**src/shared/dmaec_pkg.sv**
```systemverilog
// Constants, register map and types shared by the channel event control block.
`default_nettype none
package dmaec_pkg;
   // ***************************************************************
   // Bus widths and register map
   // ***************************************************************
   localparam int unsigned ADDR_W = 8;
   localparam int unsigned DATA_W = 32;
   localparam logic [7:0] OFF_ECON = 8'h00;
   localparam logic [7:0] OFF_SPTR = 8'h10;
   localparam logic [7:0] OFF_DPTR = 8'h20;
   localparam logic [7:0] OFF_CTRL = 8'h30;
   localparam logic [7:0] OFF_ISTAT = 8'h40;
   localparam logic [7:0] OFF_IEN = 8'h50;
   localparam logic [7:0] OFF_ICLR = 8'h60;
   localparam logic [1:0] ALIAS_BASE = 2'h0;
   localparam logic [1:0] ALIAS_CLR = 2'h1;
   localparam logic [1:0] ALIAS_SET = 2'h2;
   localparam logic [1:0] ALIAS_INV = 2'h3;
   localparam logic [7:0] GROUP_MASK = 8'hF0;
   // ***************************************************************
   // Event control and channel control fields and reset values
   // ***************************************************************
   localparam int unsigned ECON_AIRQ_LSB = 16;
   localparam int unsigned ECON_SIRQ_LSB = 8;
   localparam int unsigned ECON_FORCE = 7;
   localparam int unsigned ECON_ABORT = 6;
   localparam int unsigned ECON_PATTERN_ABORT_ENABLE = 5;
   localparam int unsigned ECON_START_REQUEST_ENABLE = 4;
   localparam int unsigned ECON_ABORT_REQUEST_ENABLE = 3;
   localparam logic [31:0] ECON_WMASK = 32'h00FF_FF38;
   localparam logic [31:0] ECON_RESET = 32'h00FF_FF00;
   localparam logic [15:0] PTR_RESET = 16'h0000;
   localparam int unsigned CTRL_CHON = 0;
   localparam int unsigned CTRL_PATMODE = 1;
   localparam logic [1:0] CTRL_RESET = 2'h0;
   // ***************************************************************
   // Interrupt status bits and bus responses
   // ***************************************************************
   localparam int unsigned IRQ_W = 3;
   localparam int unsigned IRQ_ABORT = 0;
   localparam int unsigned IRQ_START = 1;
   localparam int unsigned IRQ_DONE = 2;
   localparam logic [IRQ_W-1:0] IRQ_RESET = 3'h0;
   localparam logic [1:0] RESP_OKAY = 2'h0;
   localparam logic [1:0] RESP_SLVERR = 2'h2;
   // Transfer sequencing state.
   typedef enum logic [0:0] {
      XFER_IDLE = 1'b0,
      XFER_BUSY = 1'b1
   } dmaec_xfer_state_t;
endpackage : dmaec_pkg
`default_nettype wire

```
**src/rtl/dmaec_axil_slave.sv**
```systemverilog
// AXI4-Lite slave front end that turns bus beats into register strobes.
`timescale 1ns/1ps
`default_nettype none
module dmaec_axil_slave
   import dmaec_pkg::*;
(
   input  wire logic              clk,
   input  wire logic              reset_n,
   input  wire logic              ce,
   input  wire logic [ADDR_W-1:0] awaddr,
   input  wire logic              awvalid,
   output logic                   awready,
   input  wire logic [DATA_W-1:0] wdata,
   input  wire logic [3:0]        wstrb,
   input  wire logic              wvalid,
   output logic                   wready,
   output logic [1:0]             bresp,
   output logic                   bvalid,
   input  wire logic              bready,
   input  wire logic [ADDR_W-1:0] araddr,
   input  wire logic              arvalid,
   output logic                   arready,
   output logic [DATA_W-1:0]      rdata,
   output logic [1:0]             rresp,
   output logic                   rvalid,
   input  wire logic              rready,
   output logic                   wr_en,
   output logic [ADDR_W-1:0]      wr_addr,
   output logic [DATA_W-1:0]      wr_data,
   output logic [3:0]             wr_strb,
   input  wire logic              wr_err,
   input  wire logic [DATA_W-1:0] rd_data,
   input  wire logic              rd_err
);
   logic aw_have_q;
   logic w_have_q;

   // Each channel is taken once and held until the response is accepted.
   assign awready = ce && !aw_have_q && !bvalid;
   assign wready = ce && !w_have_q && !bvalid;
   assign arready = ce && !rvalid;
   assign wr_en = ce && aw_have_q && w_have_q && !bvalid;

   // Write address and data capture, in either order.
   always_ff @(posedge clk)
   begin
      if (!reset_n)
      begin
         aw_have_q <= 1'b0;
         w_have_q <= 1'b0;
         wr_addr <= '0;
         wr_data <= '0;
         wr_strb <= 4'h0;
         bvalid <= 1'b0;
         bresp <= RESP_OKAY;
      end
      else if (ce)
      begin
         if (awvalid && awready)
         begin
            aw_have_q <= 1'b1;
            wr_addr <= awaddr;
         end
         if (wvalid && wready)
         begin
            w_have_q <= 1'b1;
            wr_data <= wdata;
            wr_strb <= wstrb;
         end
         if (wr_en)
         begin
            bvalid <= 1'b1;
            bresp <= wr_err ? RESP_SLVERR : RESP_OKAY;
            aw_have_q <= 1'b0;
            w_have_q <= 1'b0;
         end
         else if (bvalid && bready)
            bvalid <= 1'b0;
      end
   end

   // Read data is sampled at the address beat; reads have no side effects.
   always_ff @(posedge clk)
   begin
      if (!reset_n)
      begin
         rvalid <= 1'b0;
         rdata <= '0;
         rresp <= RESP_OKAY;
      end
      else if (ce)
      begin
         if (arvalid && arready)
         begin
            rvalid <= 1'b1;
            rdata <= rd_data;
            rresp <= rd_err ? RESP_SLVERR : RESP_OKAY;
         end
         else if (rvalid && rready)
            rvalid <= 1'b0;
      end
   end
endmodule // dmaec_axil_slave
`default_nettype wire

```
**src/rtl/dmaec_irq_sel.sv**
```systemverilog
// Interrupt number selector with occurrence edge detect and enable gate.
`timescale 1ns/1ps
`default_nettype none
module dmaec_irq_sel
   import dmaec_pkg::*;
(
   input  wire logic         clk,
   input  wire logic         reset_n,
   input  wire logic         ce,
   input  wire logic [255:0] irq_lines,
   input  wire logic [7:0]   select,
   input  wire logic         enable,
   output logic              occur,
   output logic              hit
);
   logic prev_q;
   logic line_now;

   // The selected line rising is one occurrence of that interrupt.
   assign line_now = irq_lines[select];
   assign occur = ce && line_now && !prev_q;
   assign hit = occur && enable;

   // Previous level of the selected line.
   always_ff @(posedge clk)
   begin
      if (!reset_n)
         prev_q <= 1'b0;
      else if (ce)
         prev_q <= line_now;
   end
endmodule // dmaec_irq_sel
`default_nettype wire

```
**src/rtl/dmaec_top.sv**
```systemverilog
// DMA channel event control, pointer readback and register file.
//
// The AXI4-Lite register port and the register addresses were left to the implementer.
`timescale 1ns/1ps
`default_nettype none
module dmaec_top
   import dmaec_pkg::*;
(
   input  wire logic                        clk,
   input  wire logic                        reset_n,
   input  wire logic                        ce,
   input  wire logic [dmaec_pkg::ADDR_W-1:0] s_axi_awaddr,
   input  wire logic                        s_axi_awvalid,
   output logic                             s_axi_awready,
   input  wire logic [dmaec_pkg::DATA_W-1:0] s_axi_wdata,
   input  wire logic [3:0]                  s_axi_wstrb,
   input  wire logic                        s_axi_wvalid,
   output logic                             s_axi_wready,
   output logic [1:0]                       s_axi_bresp,
   output logic                             s_axi_bvalid,
   input  wire logic                        s_axi_bready,
   input  wire logic [dmaec_pkg::ADDR_W-1:0] s_axi_araddr,
   input  wire logic                        s_axi_arvalid,
   output logic                             s_axi_arready,
   output logic [dmaec_pkg::DATA_W-1:0]      s_axi_rdata,
   output logic [1:0]                       s_axi_rresp,
   output logic                             s_axi_rvalid,
   input  wire logic                        s_axi_rready,
   input  wire logic [255:0]                irq_lines,
   input  wire logic                        pattern_match,
   input  wire logic                        src_step,
   input  wire logic                        dst_step,
   input  wire logic                        xfer_done,
   output logic                             xfer_start,
   output logic                             xfer_abort,
   output logic                             xfer_busy,
   output logic                             channel_on,
   output logic                             irq
);
   // ***************************************************************
   // Declarations
   // ***************************************************************
   dmaec_xfer_state_t state_q;
   logic [31:0]       econ_q;
   logic [1:0]        ctrl_q;
   logic [IRQ_W-1:0]  istat_q;
   logic [IRQ_W-1:0]  ien_q;
   logic [15:0]       src_ptr_q;
   logic [15:0]       dst_ptr_q;
   logic              wr_en;
   logic [ADDR_W-1:0] wr_addr;
   logic [DATA_W-1:0] wr_data;
   logic [3:0]        wr_strb;
   logic              wr_err;
   logic [DATA_W-1:0] rd_data;
   logic              rd_err;
   logic [31:0]       wr_mask;
   logic [31:0]       wr_eff;
   logic [1:0]        wr_alias;
   logic [ADDR_W-1:0] wr_group;
   logic [ADDR_W-1:0] rd_group;
   logic              wr_econ;
   logic              wr_ctrl;
   logic              force_hit;
   logic              abort_strobe;
   logic              start_occur;
   logic              start_hit;
   logic              abort_occur;
   logic              abort_irq_hit;
   logic              pattern_abort;
   logic              abort_any;
   logic              start_req;
   logic              start_go;
   logic [IRQ_W-1:0]  irq_events;

   // ***************************************************************
   // Bus front end
   // ***************************************************************
   dmaec_axil_slave u_axil (
      .clk     (clk),
      .reset_n (reset_n),
      .ce      (ce),
      .awaddr  (s_axi_awaddr),
      .awvalid (s_axi_awvalid),
      .awready (s_axi_awready),
      .wdata   (s_axi_wdata),
      .wstrb   (s_axi_wstrb),
      .wvalid  (s_axi_wvalid),
      .wready  (s_axi_wready),
      .bresp   (s_axi_bresp),
      .bvalid  (s_axi_bvalid),
      .bready  (s_axi_bready),
      .araddr  (s_axi_araddr),
      .arvalid (s_axi_arvalid),
      .arready (s_axi_arready),
      .rdata   (s_axi_rdata),
      .rresp   (s_axi_rresp),
      .rvalid  (s_axi_rvalid),
      .rready  (s_axi_rready),
      .wr_en   (wr_en),
      .wr_addr (wr_addr),
      .wr_data (wr_data),
      .wr_strb (wr_strb),
      .wr_err  (wr_err),
      .rd_data (rd_data),
      .rd_err  (rd_err)
   );

   // Function that applies a base, clear, set or invert write to a value.
   function automatic logic [31:0] apply_alias(input logic [31:0] old,
                                               input logic [31:0] eff,
                                               input logic [31:0] mask,
                                               input logic [1:0]  alias_sel);
      logic [31:0] res;
      res = old;
      unique case (alias_sel)
         ALIAS_BASE: res = (old & ~mask) | eff;
         ALIAS_CLR:  res = old & ~eff;
         ALIAS_SET:  res = old | eff;
         ALIAS_INV:  res = old ^ eff;
      endcase
      return res;
   endfunction

   // Write decode: group base plus alias selected by address bits 3:2.
   assign wr_mask = {{8{wr_strb[3]}}, {8{wr_strb[2]}}, {8{wr_strb[1]}}, {8{wr_strb[0]}}};
   assign wr_eff = wr_data & wr_mask;
   assign wr_alias = wr_addr[3:2];
   assign wr_group = wr_addr & GROUP_MASK;
   assign rd_group = s_axi_araddr & GROUP_MASK;
   assign wr_econ = wr_en && (wr_group == OFF_ECON);
   assign wr_ctrl = wr_en && (wr_group == OFF_CTRL);

   // Unmapped groups, misaligned addresses and aliases of the interrupt status, enable and clear registers error.
   always_comb
   begin
      wr_err = 1'b0;
      if (wr_addr[1:0] != 2'h0)
         wr_err = 1'b1;
      else if ((wr_group == OFF_ISTAT) || (wr_group == OFF_IEN) || (wr_group == OFF_ICLR))
         wr_err = (wr_alias != ALIAS_BASE);
      else if ((wr_group != OFF_ECON) && (wr_group != OFF_SPTR) &&
               (wr_group != OFF_DPTR) && (wr_group != OFF_CTRL))
         wr_err = 1'b1;
   end

   // Read mux; strobes, unimplemented bits and pointer upper halves read zero.
   always_comb
   begin
      rd_data = '0;
      rd_err = (s_axi_araddr[1:0] != 2'h0);
      unique case (rd_group)
         OFF_ECON:  rd_data = econ_q & ECON_WMASK;
         OFF_SPTR:  rd_data = {16'h0000, src_ptr_q};
         OFF_DPTR:  rd_data = {16'h0000, dst_ptr_q};
         OFF_CTRL:  rd_data = {30'h0000_0000, ctrl_q};
         OFF_ISTAT: rd_data = {29'h0000_0000, istat_q};
         OFF_IEN:   rd_data = {29'h0000_0000, ien_q};
         OFF_ICLR:  rd_data = '0;
         default:   rd_err = 1'b1;
      endcase
   end

   // ***************************************************************
   // Event sources
   // ***************************************************************
   dmaec_irq_sel u_start_sel (
      .clk       (clk),
      .reset_n   (reset_n),
      .ce        (ce),
      .irq_lines (irq_lines),
      .select    (econ_q[ECON_SIRQ_LSB +: 8]),
      .enable    (econ_q[ECON_START_REQUEST_ENABLE]),
      .occur     (start_occur),
      .hit       (start_hit)
   );

   dmaec_irq_sel u_abort_sel (
      .clk       (clk),
      .reset_n   (reset_n),
      .ce        (ce),
      .irq_lines (irq_lines),
      .select    (econ_q[ECON_AIRQ_LSB +: 8]),
      .enable    (econ_q[ECON_ABORT_REQUEST_ENABLE]),
      .occur     (abort_occur),
      .hit       (abort_irq_hit)
   );

   // Strobe bits act on base, set and invert writes of a one; clear does nothing.
   assign force_hit = wr_econ && (wr_alias != ALIAS_CLR) && wr_eff[ECON_FORCE];
   assign abort_strobe = wr_econ && (wr_alias != ALIAS_CLR) && wr_eff[ECON_ABORT];
   assign pattern_abort = ce && pattern_match && econ_q[ECON_PATTERN_ABORT_ENABLE];
   assign abort_any = abort_irq_hit || abort_strobe || pattern_abort;
   assign start_req = (start_hit || force_hit) && ctrl_q[CTRL_CHON];
   assign start_go = start_req && !abort_any;

   // ***************************************************************
   // Event control and channel control registers
   // ***************************************************************
   // Event control keeps only its writable bits; strobes never store.
   always_ff @(posedge clk)
   begin
      if (!reset_n)
         econ_q <= ECON_RESET;
      else if (ce && wr_econ)
         econ_q <= apply_alias(econ_q, wr_eff, wr_mask, wr_alias) & ECON_WMASK;
   end

   // Channel on and pattern mode; a pattern abort clears channel on.
   always_ff @(posedge clk)
   begin
      if (!reset_n)
         ctrl_q <= CTRL_RESET;
      else if (ce)
      begin
         if (wr_ctrl)
            ctrl_q <= 2'(apply_alias({30'h0000_0000, ctrl_q}, wr_eff, wr_mask, wr_alias));
         if (pattern_abort)
            ctrl_q[CTRL_CHON] <= 1'b0;
      end
   end

   // ***************************************************************
   // Transfer sequencing
   // ***************************************************************
   // Idle until a start; any abort or the data path's done returns to idle.
   always_ff @(posedge clk)
   begin
      if (!reset_n)
         state_q <= XFER_IDLE;
      else if (ce)
      begin
         unique case (state_q)
            XFER_IDLE:
               if (start_go)
                  state_q <= XFER_BUSY;
            XFER_BUSY:
               if (abort_any || xfer_done)
                  state_q <= XFER_IDLE;
         endcase
      end
   end

   // One-cycle pulses towards the data path for each start, and for each abort taken while busy.
   always_ff @(posedge clk)
   begin
      if (!reset_n)
      begin
         xfer_start <= 1'b0;
         xfer_abort <= 1'b0;
      end
      else if (ce)
      begin
         xfer_start <= start_go;
         xfer_abort <= abort_any && (state_q == XFER_BUSY);
      end
   end

   assign xfer_busy = (state_q == XFER_BUSY);
   assign channel_on = ctrl_q[CTRL_CHON];

   // ***************************************************************
   // Byte pointers
   // ***************************************************************
   // Source pointer: zero on a fresh transfer or a pattern in pattern mode.
   always_ff @(posedge clk)
   begin
      if (!reset_n)
         src_ptr_q <= PTR_RESET;
      else if (ce)
      begin
         if (pattern_match && ctrl_q[CTRL_PATMODE])
            src_ptr_q <= PTR_RESET;
         else if (start_go && (state_q == XFER_IDLE))
            src_ptr_q <= PTR_RESET;
         else if (src_step && (state_q == XFER_BUSY))
            src_ptr_q <= src_ptr_q + 16'h0001;
      end
   end

   // Destination pointer: byte index that wraps after the last byte.
   always_ff @(posedge clk)
   begin
      if (!reset_n)
         dst_ptr_q <= PTR_RESET;
      else if (ce)
      begin
         if (start_go && (state_q == XFER_IDLE))
            dst_ptr_q <= PTR_RESET;
         else if (dst_step && (state_q == XFER_BUSY))
            dst_ptr_q <= dst_ptr_q + 16'h0001;
      end
   end

   // ***************************************************************
   // Interrupt status, enable and clear
   // ***************************************************************
   assign irq_events[IRQ_ABORT] = abort_any;
   assign irq_events[IRQ_START] = start_go;
   assign irq_events[IRQ_DONE] = xfer_done && (state_q == XFER_BUSY) && !abort_any;

   // Sticky status; a new event wins over a clear in the same cycle.
   always_ff @(posedge clk)
   begin
      if (!reset_n)
         istat_q <= IRQ_RESET;
      else if (ce)
      begin
         if (wr_en && (wr_group == OFF_ICLR) && (wr_alias == ALIAS_BASE))
            istat_q <= (istat_q & ~wr_eff[IRQ_W-1:0]) | irq_events;
         else
            istat_q <= istat_q | irq_events;
      end
   end

   // Interrupt enable register.
   always_ff @(posedge clk)
   begin
      if (!reset_n)
         ien_q <= IRQ_RESET;
      else if (ce && wr_en && (wr_group == OFF_IEN) && (wr_alias == ALIAS_BASE))
         ien_q <= (ien_q & ~wr_mask[IRQ_W-1:0]) | wr_eff[IRQ_W-1:0];
   end

   assign irq = |(istat_q & ien_q);
endmodule // dmaec_top
`default_nettype wire

```
**config.mk**
```make
export PLATFORM = sky130hd
export DESIGN_NAME = dmaec_top
export DESIGN_NICKNAME = d
export VERILOG_FILES = /design/src/shared/dmaec_pkg.sv /design/src/rtl/dmaec_axil_slave.sv /design/src/rtl/dmaec_irq_sel.sv /design/src/rtl/dmaec_top.sv
export SDC_FILE = /design/constraint.sdc
export NUM_CORES = 1
export LEC_CHECK = 0
export BUFFER_PORTS_ARGS = -buffer_cell sky130_fd_sc_hd__buf_2
export CAP_MARGIN = 20
export CORE_MARGIN = 2
export CORE_UTILIZATION = 30
export CTS_CLUSTER_SIZE = 28
export DETAILED_ROUTE_END_ITERATION = 16
export RECOVER_POWER = 25
export SLEW_MARGIN = 40
export SYNTH_ARGS = -nofsm -noshare
export SYNTH_HDL_FRONTEND = slang
export SYNTH_SLANG_ARGS = --single-unit
```
**constraint.sdc**
```tcl
create_clock -name clk -period 3.15 [get_ports clk]
set_input_delay 0.7875 -clock clk [delete_from_list [all_inputs] [get_ports clk]]
set_output_delay 0.7875 -clock clk [all_outputs]
set_load 0.05 [all_outputs]
```
==> flow_summary.toml <==
[global_routing]
use_met3_pct = 6.21
grt_usage_pct = 24.6
use_met2_pct = 39.7
met1_usage_pct = 32.0
grt_remaining_overflow = 0
grt_max_degree = 48
grt.busiest_layer = "met2"
grt_antenna_before_repair = 17
grt_pass1_vias = 12200
grt_first_pass_wirelength_mm = 73.0

[setup_path]
cpPeakStageDelay_ns = 0.53
slowest_stage = "mux4_2"
critPathLaunchType = "flop"
cp_data_arrival_time_ns = 3.63
path_class = "reg -> reg"
critPathBufInv = 2
end_kind = "flop"
worstPathCellList = "buf_12 -> mux4_2 -> and3_4 -> a2111oi_4 -> nand4_1 -> or3_4 -> and4b_2 -> a211o_4 -> o211ai_4 -> clkbuf_16 -> a31oi_1"
worstRegToRegCells = 11
critPathTopFamily = "simple AND/OR/NAND/NOR gates"
crit_path_max_fanout = 8
r2r_end = "src_ptr_q[11]$_SDFFE_PN0P_"
worstPathRequired_ns = 3.46
ff2ff_setup_slack_ns = -0.18

[power_and_ir_drop]
leakagePower_nw = 7.18
ir_worst_vdd_mv = 0.355
power_density_nw_per_um2 = 289
p_total_mw = 4.53

[run]
cap_viol_max_count = 0

[floorplanning]
fp-row-count = 71
start_util_pct = 30.4
die_h_um = 199
die_x_um = 199
core_area_um2 = 37500
ios = 366
die_area_um2 = 39500

[cells_and_area]
fin_nets = 2122
multi_input_area_um2 = 8350
layout-drive-gt1-share_pct = 37.2
seq_area_um2 = 2600
fillers = 3817
layoutNonFillerInstCount = 2299
area_delta_synth_final_pct = 37.7

[drt]
drc = 0
routed_wl_mm = 49.6
wire_per_inst_um = 21.6
viasPerCell = 5.44
antenna_left = 0
dr.pass1.iters = 6
vias = 12500
drt-initial-drc-count = 975

[yosys]
ys_seq_area_share_pct = 22.7
syn-cell-area_um2 = 11400
synth-seq-cells = 129
ys_top_cells_by_area = "dfxtp_1, mux4_2, mux2i_1, nand2_1, ha_1"
ys_async_sr_fraction_pct = 0
avgSynthCellArea_um2 = 8.62
synth_common_cells = "nand2_1, mux2i_1, dfxtp_1"
netlist_instances = 1321
synth_top_area_share_pct = 22.7
yosysTopAreaCell = "dfxtp_1"
ys.flop_type = "dfxtp_1"
yosysUniqueCellTypes = 70
yosys_warnings = 0
synth_edf_count = 0
yosysMostFrequentCell = "nand2_1"

[sta]
slew_violations = 0
rsz0062_at_grt = "yes"
period_needed_ns = 3.33
fmax_mhz = 301
maxSlewHeadroom_pct = 9.47
finalSetupViolCount = 32
fin_setup_tns_ns = -4.23
clock_skew_ns = 0.00978
whs_ns = 0.455
fin_crit_sh_pct = 106
tightest_slew_ns = 1.36
final_hold_viol_count = 0
setup_slack_ns = -0.175

[worst_hold_path]
min_path_type = "reg -> reg"
min_from = "u_axil.wr_addr[0]$_SDFFE_PN0P_"
hold_end = "u_axil.wr_addr[0]$_SDFFE_PN0P_"
hold_depth = 2

[placement]
gp_congestion = 0.972
dpl.hpwl_mm = 40.2
dpl.cell_count = 2242
portBuffers = 344
pre_cts_slack_ns = -0.567

[cts]
root_buffer = "clkbuf_16"
cts-buffers-inserted = 17
clk_latency_ns = 0.42
htree_num_levels = 4
clk_pin_slew_ns = 0.06
cts_hold_buf = 0
clk_path_buf_depth = 2
clock-sinks = 129
cts_tree = "yes"

[outcome]
status = "complete, but fails checks"
violations = "negative setup slack"
## stage by stage
step                      utilization [%]  instance area [um^2]
final                                41.8                 15700
after floorplan                         -                 11400
after global routing                 41.8                 15700
after CTS                            41.5                 15600
after global placement               39.4                 14800
after detailed placement             39.4                 14800
## placed cells by master (no fill, tap or decap), types with 6 or more instances in the layout
master / instances
a211oi_1: 9
a21oi_1: 68
a22o_1: 8
a22oi_1: 56
a31oi_1: 15
and3_1: 19
buf_12: 18
buf_2: 322
buf_4: 150
clkbuf_1: 23
clkbuf_16: 18
conb_1: 10
dfxtp_1: 123
diode_2: 15
ha_1: 42
inv_1: 30
mux2_2: 6
mux2i_1: 155
mux4_2: 79
nand2_1: 223
nand2b_1: 12
nand3_1: 46
nand4_1: 11
nor2_1: 67
nor2b_1: 37
nor3_1: 14
o211ai_1: 22
o21ai_0: 40
xor2_1: 6
## cell type report
| cell class | count | area share [%] |
|---|---|---|
| Multi-Input combinational cell | 1057 | 53.3 |
| Tap cell | 511 | 4.08 |
| Inverter | 32 | 0.766 |
| Timing Repair Buffer | 523 | 21.3 |
| Antenna cell | 15 | 0.239 |
| Sequential cell | 129 | 16.6 |
| Clock inverter | 11 | 0.814 |
| Clock buffer | 21 | 3.00 |
## worst max path at each step
| stage | from | endpoint | cells after the start |
|---|---|---|---|
| 4_1_cts | flop | src_ptr_q[7]$_SDFFE_PN0P_ | 11 |
| 2_1_floorplan | irq_lines[255] | src_ptr_q[7]$_SDFFE_PN0P_ | 9 |
| 3_5_place_dp | irq_lines[167] | src_ptr_q[7]$_SDFFE_PN0P_ | 11 |
| 5_1_grt | flop | src_ptr_q[10]$_SDFFE_PN0P_ | 14 |
| 6_report | flop | src_ptr_q[11]$_SDFFE_PN0P_ | 11 |
| 3_3_place_gp | irq_lines[173] | dst_ptr_q[12]$_SDFFE_PN0P_ | 10 |
## metal layers
metal  vias to the layer above  share of wire, %
li1                       5816                 -
met1                      6035                42
met2                       554                46
met3                        99               8.5
met4                         2               3.2
met5                         -             0.014
## worst register-to-register path, stage by stage (launching register included)
cell       delay (ns)
dfxtp_4          0.36
buf_12           0.15
mux4_2           0.54
and3_4           0.21
a2111oi_4        0.26
nand4_1          0.14
or3_4            0.35
and4b_2          0.28
a211o_4          0.38
o211ai_4         0.25
clkbuf_16        0.21
a31oi_1          0.07
## logic make-up after synthesis
logic type               after synthesis  synth area share [%]
AND/OR/NAND/NOR                      465                  18.8
multiplexers                         243                  30.1
buffers and inverters                144                  5.90
adder cells (fa/ha/maj)               42                  4.61
XOR/XNOR                               8                 0.615
other                                  1                0.0329
flip-flops                           129                  22.7
AO/OA/AOI/OAI                        289                  17.3
## timing repair
item / 4_1_cts / 5_1_grt
buffers inserted: 5 / 3
pin swaps: 12 / 3
resized for setup: 20 / 19
setup endpoints to repair: 35 / 36
cloned: 2 / 0
## power breakdown
group,switching [mW],internal (mW)
registers,0.0303,1.66
clock network,0.780,1.23
logic,0.435,0.394
Note: power is estimated with default switching activity, not from simulation.
